[config.mk]
export PLATFORM = sky130hd
export DESIGN_NAME = ipms_sequencer
export DESIGN_NICKNAME = d
export VERILOG_FILES = /design/src/rtl/ipms_sequencer.v
export VERILOG_INCLUDE_DIRS = /design/src /design/src/rtl
export SDC_FILE = /design/constraint.sdc
export NUM_CORES = 1
export LEC_CHECK = 0
export ABC_AREA = 1
export BUFFER_PORTS_ARGS = -buffer_cell sky130_fd_sc_hd__buf_2
export CAP_MARGIN = 20
export CORE_ASPECT_RATIO = 0.7
export CORE_MARGIN = 3
export CORE_UTILIZATION = 50
export DETAILED_ROUTE_END_ITERATION = 12
export HOLD_SLACK_MARGIN = 0.08
export PLACE_DENSITY = 0.72
export SLEW_MARGIN = 25
export SYNTH_ARGS = -nofsm -noshare
export SYNTH_HDL_FRONTEND = slang
export SYNTH_SLANG_ARGS = --single-unit
[constraint.sdc]
create_clock -name i_clk -period 2.5 [get_ports i_clk]
set_input_delay 0.5 -clock i_clk [delete_from_list [all_inputs] [get_ports i_clk]]
set_output_delay 0.5 -clock i_clk [all_outputs]
set_load 0.1 [all_outputs]
[src/rtl/ipms_regs.vh]
// constants for the init and power mode sequencer
// assumes a 250 MHz core clock; register offsets are byte addresses on apb
// Notes on behaviour
// - restart low over 10 us requests warm start
// - warm start runs from zero after pin release
// - cold start waits for oscillator, then zero
// - warm start keeps flags, ram, timers
// - both starts clear pc, digits, supply, stack
// - warm start mid-write may corrupt that word
// - signature a5 found: keep ram, warm
// - signature missing: clear ram, cold
// - timers run through warm start until stopped
// - four modes: off, done, active, converting
// - off keeps ram, pins and port lines only
// - off entered by software, left by wake/init
// - port wake rule on held prior levels
// - done keeps ram, outputs, display, timekeeping
// - done left by port, init or timer tick
// - converter powered only while converting
// - crystal timers give 1 hz and 16 hz
// - sensor supply on only during conversion
`ifndef IPMS_REGS_VH
`define IPMS_REGS_VH
`define IPMS_CLK_MHZ        250
`define IPMS_RESTART_NS     10000
// restart_ns at clk_mhz, plus one cycle so the hold must exceed the full time
`define IPMS_RESTART_CYC    16'h09C5
`define IPMS_SIG_VALUE      8'hA5
`define IPMS_RAM_WORDS      16
`define IPMS_SIG_LO_IDX     4'hE
`define IPMS_SIG_HI_IDX     4'hF
`define IPMS_OFS_CTRL       12'h000
`define IPMS_OFS_STATUS     12'h004
`define IPMS_OFS_RAM        12'h040
`define IPMS_OFS_LATCH      12'h008
`define IPMS_CTRL_CMD_OFF   0
`define IPMS_CTRL_CMD_DONE  1
`define IPMS_CTRL_CONV_GO   2
`define IPMS_CTRL_CONV_END  3
`define IPMS_CTRL_STOP_TMR  4
`define IPMS_CTRL_WAKE_1HZ  5
`define IPMS_CTRL_WAKE_16HZ 6
`endif

[src/rtl/ipms_sequencer.v]
// init and power mode sequencer: start type, ram signature, mode control
// assumes crystal timer ticks and port lines arrive from outside this clock domain
//
// Decided for this implementation: the APB register port and the placing of the registers.
`timescale 1ns/10ps
`default_nettype none
`include "ipms_regs.vh"
module ipms_sequencer (
    input  wire        i_clk,
    input  wire        i_rst_n,
    input  wire        i_por_n,
    input  wire        i_osc_ready,
    input  wire        i_restart_request_n,
    input  wire [3:0]  i_wake_port,
    input  wire        i_tick_1hz,
    input  wire        i_tick_16hz,
    input  wire        i_psel,
    input  wire        i_penable,
    input  wire        i_pwrite,
    input  wire [11:0] i_paddr,
    input  wire [31:0] i_pwdata,
    output reg  [31:0] o_prdata,
    output reg         o_pready,
    output reg         o_pslverr,
    output reg  [1:0]  o_mode,
    output reg         o_cpu_run,
    output reg  [11:0] o_program_counter,
    output reg  [1:0]  o_stack_level,
    output reg  [15:0] o_digit_latch_bank,
    output reg         o_sensor_supply_switch,
    output reg         o_adc_power,
    output reg         o_timers_run,
    output reg         o_core_power,
    output reg         o_cold_start
);
    // ************************************************************
    // modes and init states
    // ************************************************************
    localparam [1:0] M_OFF   = 2'h0;
    localparam [1:0] M_DONE  = 2'h1;
    localparam [1:0] M_ACT   = 2'h2;
    localparam [1:0] M_CONV  = 2'h3;
    localparam [2:0] S_POR   = 3'h0;
    localparam [2:0] S_HOLD  = 3'h1;
    localparam [2:0] S_CHECK = 3'h2;
    localparam [2:0] S_CLEAR = 3'h3;
    localparam [2:0] S_RUN   = 3'h4;
    // the count is one past the full hold time, so exactly 10 us is not enough
    localparam [15:0] CNT_MAX = `IPMS_RESTART_CYC;

    // ************************************************************
    // synchronisers
    // ************************************************************
    // no reset here: hold power-up reset long enough to flush both stages
    reg [7:0] meta_reg;
    reg [7:0] sync_reg;
    always @(posedge i_clk) begin
        meta_reg <= {i_osc_ready, i_restart_request_n, i_tick_16hz, i_tick_1hz, i_wake_port};
        sync_reg <= meta_reg;
    end
    wire [3:0] port_s   = sync_reg[3:0];
    wire       t1_s     = sync_reg[4];
    wire       t16_s    = sync_reg[5];
    wire       rst_in_s = sync_reg[6];
    wire       osc_s    = sync_reg[7];
    reg        t1_d_reg;
    reg        t16_d_reg;
    always @(posedge i_clk) begin
        t1_d_reg  <= t1_s;
        t16_d_reg <= t16_s;
    end
    wire tick1  = t1_s & ~t1_d_reg;
    wire tick16 = t16_s & ~t16_d_reg;

    // ************************************************************
    // state
    // ************************************************************
    reg [2:0]  state_reg;
    reg [15:0] low_cnt_reg;
    reg        armed_reg;
    reg [3:0]  held_port_reg;
    reg [3:0]  clr_idx_reg;
    reg [7:0]  ram_reg [0:`IPMS_RAM_WORDS-1];
    reg        wake_1hz_en_reg;
    reg        wake_16hz_en_reg;

    // ************************************************************
    // restart qualification
    // ************************************************************
    // restart pin must stay low past the full time before a request is armed
    always @(posedge i_clk) begin
        if (!i_rst_n || rst_in_s) begin
            low_cnt_reg <= 16'h0000;
        end else if (low_cnt_reg != CNT_MAX) begin
            low_cnt_reg <= low_cnt_reg + 16'h0001;
        end
    end
    wire restart_long = (low_cnt_reg == CNT_MAX);

    // ************************************************************
    // wake sources
    // ************************************************************
    // wake evaluated against levels captured at low-power entry
    // other held patterns cannot wake on the port, only init or, in done mode, a tick
    wire wake_port = (held_port_reg == 4'h0) ? (port_s != 4'h0) :
                     (held_port_reg == 4'h8) ? ((~port_s[3]) | (port_s[2:0] != 3'h0)) :
                     1'b0;
    wire wake_tmr = (wake_1hz_en_reg & tick1) | (wake_16hz_en_reg & tick16);

    // signature nibbles sit in the two top words, which software must keep
    wire sig_ok = {ram_reg[`IPMS_SIG_HI_IDX][3:0], ram_reg[`IPMS_SIG_LO_IDX][3:0]}
                  == `IPMS_SIG_VALUE;

    // ************************************************************
    // bus decode
    // ************************************************************
    wire bus_wr = i_psel & i_penable & i_pwrite & o_pready;
    wire bus_rd = i_psel & ~i_penable & ~i_pwrite;
    wire ram_hit = (i_paddr >= `IPMS_OFS_RAM) &&
                   (i_paddr < `IPMS_OFS_RAM + 12'h040) && (i_paddr[1:0] == 2'b00);
    wire [3:0] ram_idx = i_paddr[5:2];
    wire ctrl_wr = bus_wr && (i_paddr == `IPMS_OFS_CTRL) && o_cpu_run;

    // ************************************************************
    // ram storage: only clearing touches it outside cpu writes
    // ************************************************************
    genvar g;
    generate
        for (g = 0; g < `IPMS_RAM_WORDS; g = g + 1) begin : g_ram
            always @(posedge i_clk) begin
                if (!i_por_n) begin
                    ram_reg[g] <= 8'h00;
                end else if (state_reg == S_CLEAR && clr_idx_reg == g) begin
                    ram_reg[g] <= 8'h00;
                end else if (bus_wr && ram_hit && ram_idx == g && o_cpu_run) begin
                    ram_reg[g] <= i_pwdata[7:0];
                end
            end
        end
    endgenerate

    // ************************************************************
    // start and mode sequencing
    // ************************************************************
    always @(posedge i_clk) begin
        if (!i_por_n) begin
            state_reg              <= S_POR;
            armed_reg              <= 1'b0;
            o_mode                 <= M_ACT;
            o_cpu_run              <= 1'b0;
            o_program_counter      <= 12'h000;
            o_stack_level          <= 2'd0;
            o_digit_latch_bank     <= 16'h0000;
            o_sensor_supply_switch <= 1'b0;
            o_adc_power            <= 1'b0;
            o_timers_run           <= 1'b0;
            o_core_power           <= 1'b1;
            o_cold_start           <= 1'b1;
            held_port_reg          <= 4'h0;
            clr_idx_reg            <= 4'h0;
            wake_1hz_en_reg        <= 1'b0;
            wake_16hz_en_reg       <= 1'b0;
        end else begin
            // arm only while running, or a still-held pin re-arms on the way out of hold
            if (restart_long && state_reg == S_RUN) begin
                armed_reg <= 1'b1;
            end
            case (state_reg)
            S_POR: begin
                if (osc_s) begin
                    state_reg <= S_CHECK;
                end
            end
            S_HOLD: begin
                if (rst_in_s) begin
                    state_reg <= S_CHECK;
                end
            end
            S_CHECK: begin
                if (sig_ok) begin
                    o_cold_start <= 1'b0;
                    state_reg    <= S_RUN;
                    o_cpu_run    <= 1'b1;
                end else begin
                    o_cold_start <= 1'b1;
                    clr_idx_reg  <= 4'h0;
                    state_reg    <= S_CLEAR;
                end
            end
            // one word a cycle: a cold start costs sixteen extra cycles
            S_CLEAR: begin
                clr_idx_reg <= clr_idx_reg + 4'h1;
                if (clr_idx_reg == 4'hF) begin
                    state_reg    <= S_RUN;
                    o_cpu_run    <= 1'b1;
                    o_timers_run <= 1'b0;
                end
            end
            default: begin
                if (armed_reg) begin
                    // warm start: flags, ram and timers left alone
                    // a conversion cut short by a restart is abandoned, not resumed
                    armed_reg              <= 1'b0;
                    state_reg              <= S_HOLD;
                    o_cpu_run              <= 1'b0;
                    o_mode                 <= M_ACT;
                    o_core_power           <= 1'b1;
                    o_program_counter      <= 12'h000;
                    o_stack_level          <= 2'd0;
                    o_digit_latch_bank     <= 16'h0000;
                    o_sensor_supply_switch <= 1'b0;
                    o_adc_power            <= 1'b0;
                end else begin
                    case (o_mode)
                    M_OFF: begin
                        if (wake_port) begin
                            o_mode       <= M_ACT;
                            o_cpu_run    <= 1'b1;
                            o_core_power <= 1'b1;
                        end
                    end
                    M_DONE: begin
                        if (wake_port || wake_tmr) begin
                            o_mode    <= M_ACT;
                            o_cpu_run <= 1'b1;
                        end
                    end
                    M_CONV: begin
                        if (ctrl_wr && i_pwdata[`IPMS_CTRL_CONV_END]) begin
                            o_mode                 <= M_ACT;
                            o_sensor_supply_switch <= 1'b0;
                            o_adc_power            <= 1'b0;
                        end
                    end
                    default: begin
                        if (ctrl_wr) begin
                            if (i_pwdata[`IPMS_CTRL_STOP_TMR]) begin
                                o_timers_run <= 1'b0;
                            end else begin
                                o_timers_run <= 1'b1;
                            end
                            wake_1hz_en_reg  <= i_pwdata[`IPMS_CTRL_WAKE_1HZ];
                            wake_16hz_en_reg <= i_pwdata[`IPMS_CTRL_WAKE_16HZ];
                            if (i_pwdata[`IPMS_CTRL_CMD_OFF]) begin
                                o_mode        <= M_OFF;
                                o_cpu_run     <= 1'b0;
                                o_core_power  <= 1'b0;
                                o_timers_run  <= 1'b0;
                                held_port_reg <= port_s;
                            end else if (i_pwdata[`IPMS_CTRL_CMD_DONE]) begin
                                o_mode        <= M_DONE;
                                o_cpu_run     <= 1'b0;
                                held_port_reg <= port_s;
                            end else if (i_pwdata[`IPMS_CTRL_CONV_GO]) begin
                                o_mode                 <= M_CONV;
                                o_sensor_supply_switch <= 1'b1;
                                o_adc_power            <= 1'b1;
                            end
                        end else if (bus_wr && i_paddr == `IPMS_OFS_LATCH) begin
                            o_digit_latch_bank <= i_pwdata[15:0];
                        end
                        // stand-in for instruction fetch; a bus write stalls it one cycle
                        if (o_cpu_run && !bus_wr) begin
                            o_program_counter <= o_program_counter + 12'h001;
                        end
                    end
                    endcase
                end
            end
            endcase
        end
    end

    // ************************************************************
    // apb slave: no wait states, reads prepared in setup
    // ************************************************************
    always @(posedge i_clk) begin
        if (!i_rst_n) begin
            o_prdata  <= 32'h0000_0000;
            o_pready  <= 1'b0;
            o_pslverr <= 1'b0;
        end else begin
            o_pready  <= i_psel & ~i_penable;
            o_pslverr <= 1'b0;
            if (i_psel && !i_penable) begin
                o_pslverr <= ~(ram_hit || i_paddr == `IPMS_OFS_CTRL ||
                               i_paddr == `IPMS_OFS_STATUS || i_paddr == `IPMS_OFS_LATCH);
            end
            // read data is captured at setup, so it stands through the access
            if (bus_rd) begin
                if (ram_hit) begin
                    o_prdata <= {24'h00_0000, ram_reg[ram_idx]};
                end else if (i_paddr == `IPMS_OFS_STATUS) begin
                    o_prdata <= {16'h0000, 1'b0, state_reg, held_port_reg, o_cold_start,
                                 o_cpu_run, o_timers_run, wake_16hz_en_reg, wake_1hz_en_reg,
                                 o_adc_power, o_mode};
                end else if (i_paddr == `IPMS_OFS_LATCH) begin
                    o_prdata <= {16'h0000, o_digit_latch_bank};
                end else begin
                    o_prdata <= 32'h0000_0000;
                end
            end
        end
    end
endmodule // ipms_sequencer
`default_nettype wire

# Yosys cells after proc, flatten, opt, wreduce, memory -nomap -nowiden
# Memories as Yosys holds them, arrays and structs flattened.
# Cells that the tools add are included.
# op_classes
add_sub_neg	3
order_cmp	2
n_eq_ne	61
n_mux	208
n_bitwise	54
n_reduce_logical	107
# ops
cell	count
8-bit two-way mux	32
1-bit two-way mux	142
16-bit two-way mux	7
4-bit == test (second input constant)	17
1-bit logical AND	58
12-bit two-way mux	3
1-bit OR	34
4-bit by 3-bit == test with 1-bit output (second input constant)	8
16-bit by 1-bit adder with 16-bit output (second input constant)	1
16-bit by 12-bit == test with 1-bit output (second input constant)	1
4-bit by 2-bit == test with 1-bit output (second input constant)	4
2-bit two-way mux	8
16-bit by 12-bit != test with 1-bit output (second input constant)	1
3-bit two-way mux	5
5-bit AND reduction	3
3-bit nonzero test	5
7-bit nonzero test	2
12-bit by 1-bit adder with 12-bit output (second input constant)	1
12-bit by 3-bit == test with 1-bit output (second input constant)	1
12-bit by 4-bit == test with 1-bit output (second input constant)	1
12-bit by 7-bit greater-or-equal comparator with 1-bit output (second input constant)	1
12-bit zero test	1
4-bit zero test	3
12-bit by 8-bit less-than comparator with 1-bit output (second input constant)	1
39 further kinds	95
# word_totals
reg_bits	117
mem_bits_rw	128
inputBits	58
output_inout_bits	72
word_cells	458
n_memories	1
# mem_list
name	depth	word_bits	rd	rd_clocked_by_memory_dff	wr	line	text
ram_reg	16	8	3	0	16	ipms_sequencer.v:83	reg [7:0] ram_reg [0:`IPMS_RAM_WORDS-1];

# Depth between registers and ports, before layout
# depth
word_depth	11
depth_mapped	14

# Worst setup path after synthesis
# Ideal clock, no wire load.
# synth_path
path_kind	flip-flop to flip-flop
startpoint	reg o_pready
endpoint	mem ram_reg[9][0] (enable)
setup_ps	384
t_arrival_ps	2429
required_time_ps	2116
setup_slack_ps	-313
stages_incl_launch_ff	9
n_path_buf	0
synth_period_minus_slack_ps	2813
cell_sequence	dfxtp_1 nand2_1 nor2_2 inv_1 nor2_4 nand2_2 nor2_2 inv_1 o21ai_0
# synth_lines
element	line	text
from (decl)	ipms_sequencer.v:23	output reg o_pready,
from (signal assigned)	ipms_sequencer.v:283	o_pready <= i_psel & ~i_penable;
to (decl)	ipms_sequencer.v:83	

==> metrics.yaml <==
status: "finished, final reports clean"
max_slew.worst_pin.slew_ns: 0.9938
synthTopCellsByCount: "nand2_1, nor2_1, edfxtp_1"
post-synth-top-count-cell: "nand2_1"
synth-compound-area-share_pct: 7.341
pwr-share-clk_pct: 38.9
dieArea_sq_um: 23620
ant_nets: 0
synth_top_area_share_pct: 35.29
cp_max_fo: 8
p_switching_mw: 2.173
startpoint_type: "flop"
grt_first_pass_wirelength_mm: 44.98
post-route-drc-count: 0
synth.distinct_cells: 44
nFillCells: 1864
synth_top_family_by_area: "simple AND/OR/NAND/NOR gates"
largest_register_ffs: 128
synth_seq_cells: 229
synth-simple-area-share_pct: 30.41
yosys.area_share.xor_xnor_pct: 0.6433
port_buffers: 95
r2r-start: "state_reg[2]"
hold_class: "in2reg"
ys_seq_area_share_pct: 53.85
min_period_over_period_pct: 86.28
syn_area_per_cell_sq_um: 8.026
track_usage_pct: 23.92
hold_viol: 0
pin_count: 130
cts_buffers: 22
max_slew_margin_pct: 33.50
n_antenna_cell: 0
fin_util_pct: 59.09
hold_end: "meta_reg[1]"
synthTopCellsByArea: "edfxtp_1, dfxtp_1, nand2_1"
grt_max_degree: 41
nets: 1532
cp-end-kind: "flop"
grtUsageMet3_pct: 5.022
gp_congestion: 0.9098
start_util_pct: 51.66
slew_viol_final: 0
cts_root_buf: "clkbuf_16"
synth_warnings: 0
cts-resized-gates: 0
synth_cells: 1357
clk_latency_ns: 0.50
top_usage_layer: "met1"
clk_pin_slew_ns: 0.06
seqPwrFrac_pct: 50.0
tns_ns: 0
die_h_um: 129.5
intPower_mw: 6.128
synth_edf_count: 128
p_sw_share_pct: 26.18
vias: 9475
p_comb_share_pct: 11.1
reg2reg_to: "ram_reg[11][5]"
p_total_mw: 8.301
cts_max_level: 1
cts_tree: "built"
avgRoutedWirePerCell_um: 16.29
crit_path_start: "state_reg[2]"
fmax_mhz: 463.6
reg2reg_depth: 8
core_area_sq_um: 21090
rows: 44
synthMuxAreaShare_pct: 0
rsz0062_at_grt: "false"
holdCritStartpoint: "i_wake_port[1]"
vdd_drop_max_mv: 0.3994
crit_type: "reg2reg"
die_x_um: 182.4
fin_worst_skew_ns: 0.007702
grtUsageMet1_pct: 36.59
drv_cap: 0
viasPerCell: 5.387
drt_iter0_drc: 1059
p_leak_nw: 5.574
layout-drive-gt1-share_pct: 14.30
p_per_area_nw_per_um2: 666.3
area_growth_pct: 14.39
synth_ff_type: "edfxtp_1"
grt-ovfl-total: 0
synth_largest_area_cell: "edfxtp_1"
clk_path_buf_depth: 3
worstPathRequired_ns: 2.83
synth_fa_ha_area_share_pct: 0.8041
layout_min_cycle_time_ns: 2.157
post-dp-hpwl_mm: 20.33
antenna_found_initial: 0
syn-cell-area_sq_um: 10890
arrival_ns: 2.49
met2_usage_pct: 35.31
worstHoldPathCells: 1
dr.pass1.iters: 6
cts.sinks: 229
async_flop_share_pct: 0
regToRegSetupSlack_ns: 0.34
setup_violations: 0
finalWirelength_mm: 28.65
grt_pass1_vias: 8524
==> kinds of logic after synthesis <==
family	count (synthesis)
compound gates	151
xor+xnor	8
fa+ha+maj	7
buf+inv	169
flops	229
other cells	1
simple gates	792
==> worst max-delay path by stage <==
stage	endpoint	slack, ns	cells past startpoint
floorplan	ram_reg[9][0]	0.02	8
global placement	ram_reg[0][7]	0.1	10
detailed placement	ram_reg[13][6]	0.07	8
CTS	ram_reg[6][1]	0.38	6
global route	ram_reg[6][1]	0.21	6
finish	ram_reg[11][5]	0.34	8
==> power by group through the flow <==
stage	sequential, mW	combinational, mW	clock (mW)
floorplan	4.30	0.585	0
global placement	4.23	0.882	0
detailed placement	4.23	0.894	0
CTS	4.15	0.901	3.28
global route	4.16	0.998	3.44
finish	4.15	0.918	3.23
==> area by class of cell <==
cell class / instances / area (sq um) / area share [%]
timing repair buffer: 142 / 845.8 / 6.789
clock buffer: 31 / 656.9 / 5.272
clock inverter: 9 / 43.79 / 0.3515
tap: 276 / 345.3 / 2.772
multi-input combinational: 976 / 4337 / 34.81
inverter: 96 / 362.8 / 2.912
sequential: 229 / 5868 / 47.10
==> layer usage <==
layer  vias up  wire length, um
li1       4589                -
met1      4357            13090
met2       494            11860
met3        35             3279
met4         0              427
met5         -                0
==> placed cells by master, fill, tap and decap left out, types with 7 or more instances in the layout <==
cell | Yosys | final
inv_1 | 83 | 85
clkbuf_16 | 0 | 24
a21oi_1 | 66 | 66
ha_1 | 7 | 7
nand2_1 | 454 | 454
buf_2 | 15 | 95
edfxtp_1 | 128 | 128
conb_1 | 1 | 18
clkinv_2 | 2 | 8
nand3_1 | 55 | 55
buf_4 | 20 | 44
nor3_1 | 22 | 22
dfxtp_1 | 101 | 99
nand4_1 | 13 | 13
nor2_1 | 209 | 209
o21ai_0 | 67 | 67
==> metrics by stage <==
step | instance area [sq um] | instances | setup slack, ns | hold slack, ns
2_1_floorplan | 10960 | 1374 | 0.01510 | 0.3096
3_3_place_gp | 11740 | 1717 | 0.09995 | 0.3109
3_5_place_dp | 11740 | 1717 | 0.07098 | 0.3128
4_1_cts | 12460 | 1759 | 0.3773 | 0.08025
5_1_grt | 12460 | 1759 | 0.2116 | 0.08738
6_report | 12460 | 1759 | 0.3431 | 0.09455
==> what timing repair did <==
item | in CTS | in global routing
setup buffers | 0 | 0
hold buffers | 2 | 0
hold endpoints to repair | 2 | 0
==> worst max-delay path, cell delays in order, from the launching register on <==
cell     delay, ns
dfxtp_1       0.53
nor2_1        0.17
nand2_1       0.21
inv_2         0.12
nand2_1       0.09
inv_2         0.05
a21oi_1       0.17
nand4_1       0.38
nor2_1        0.26
(Power assumes the default switching activity.)
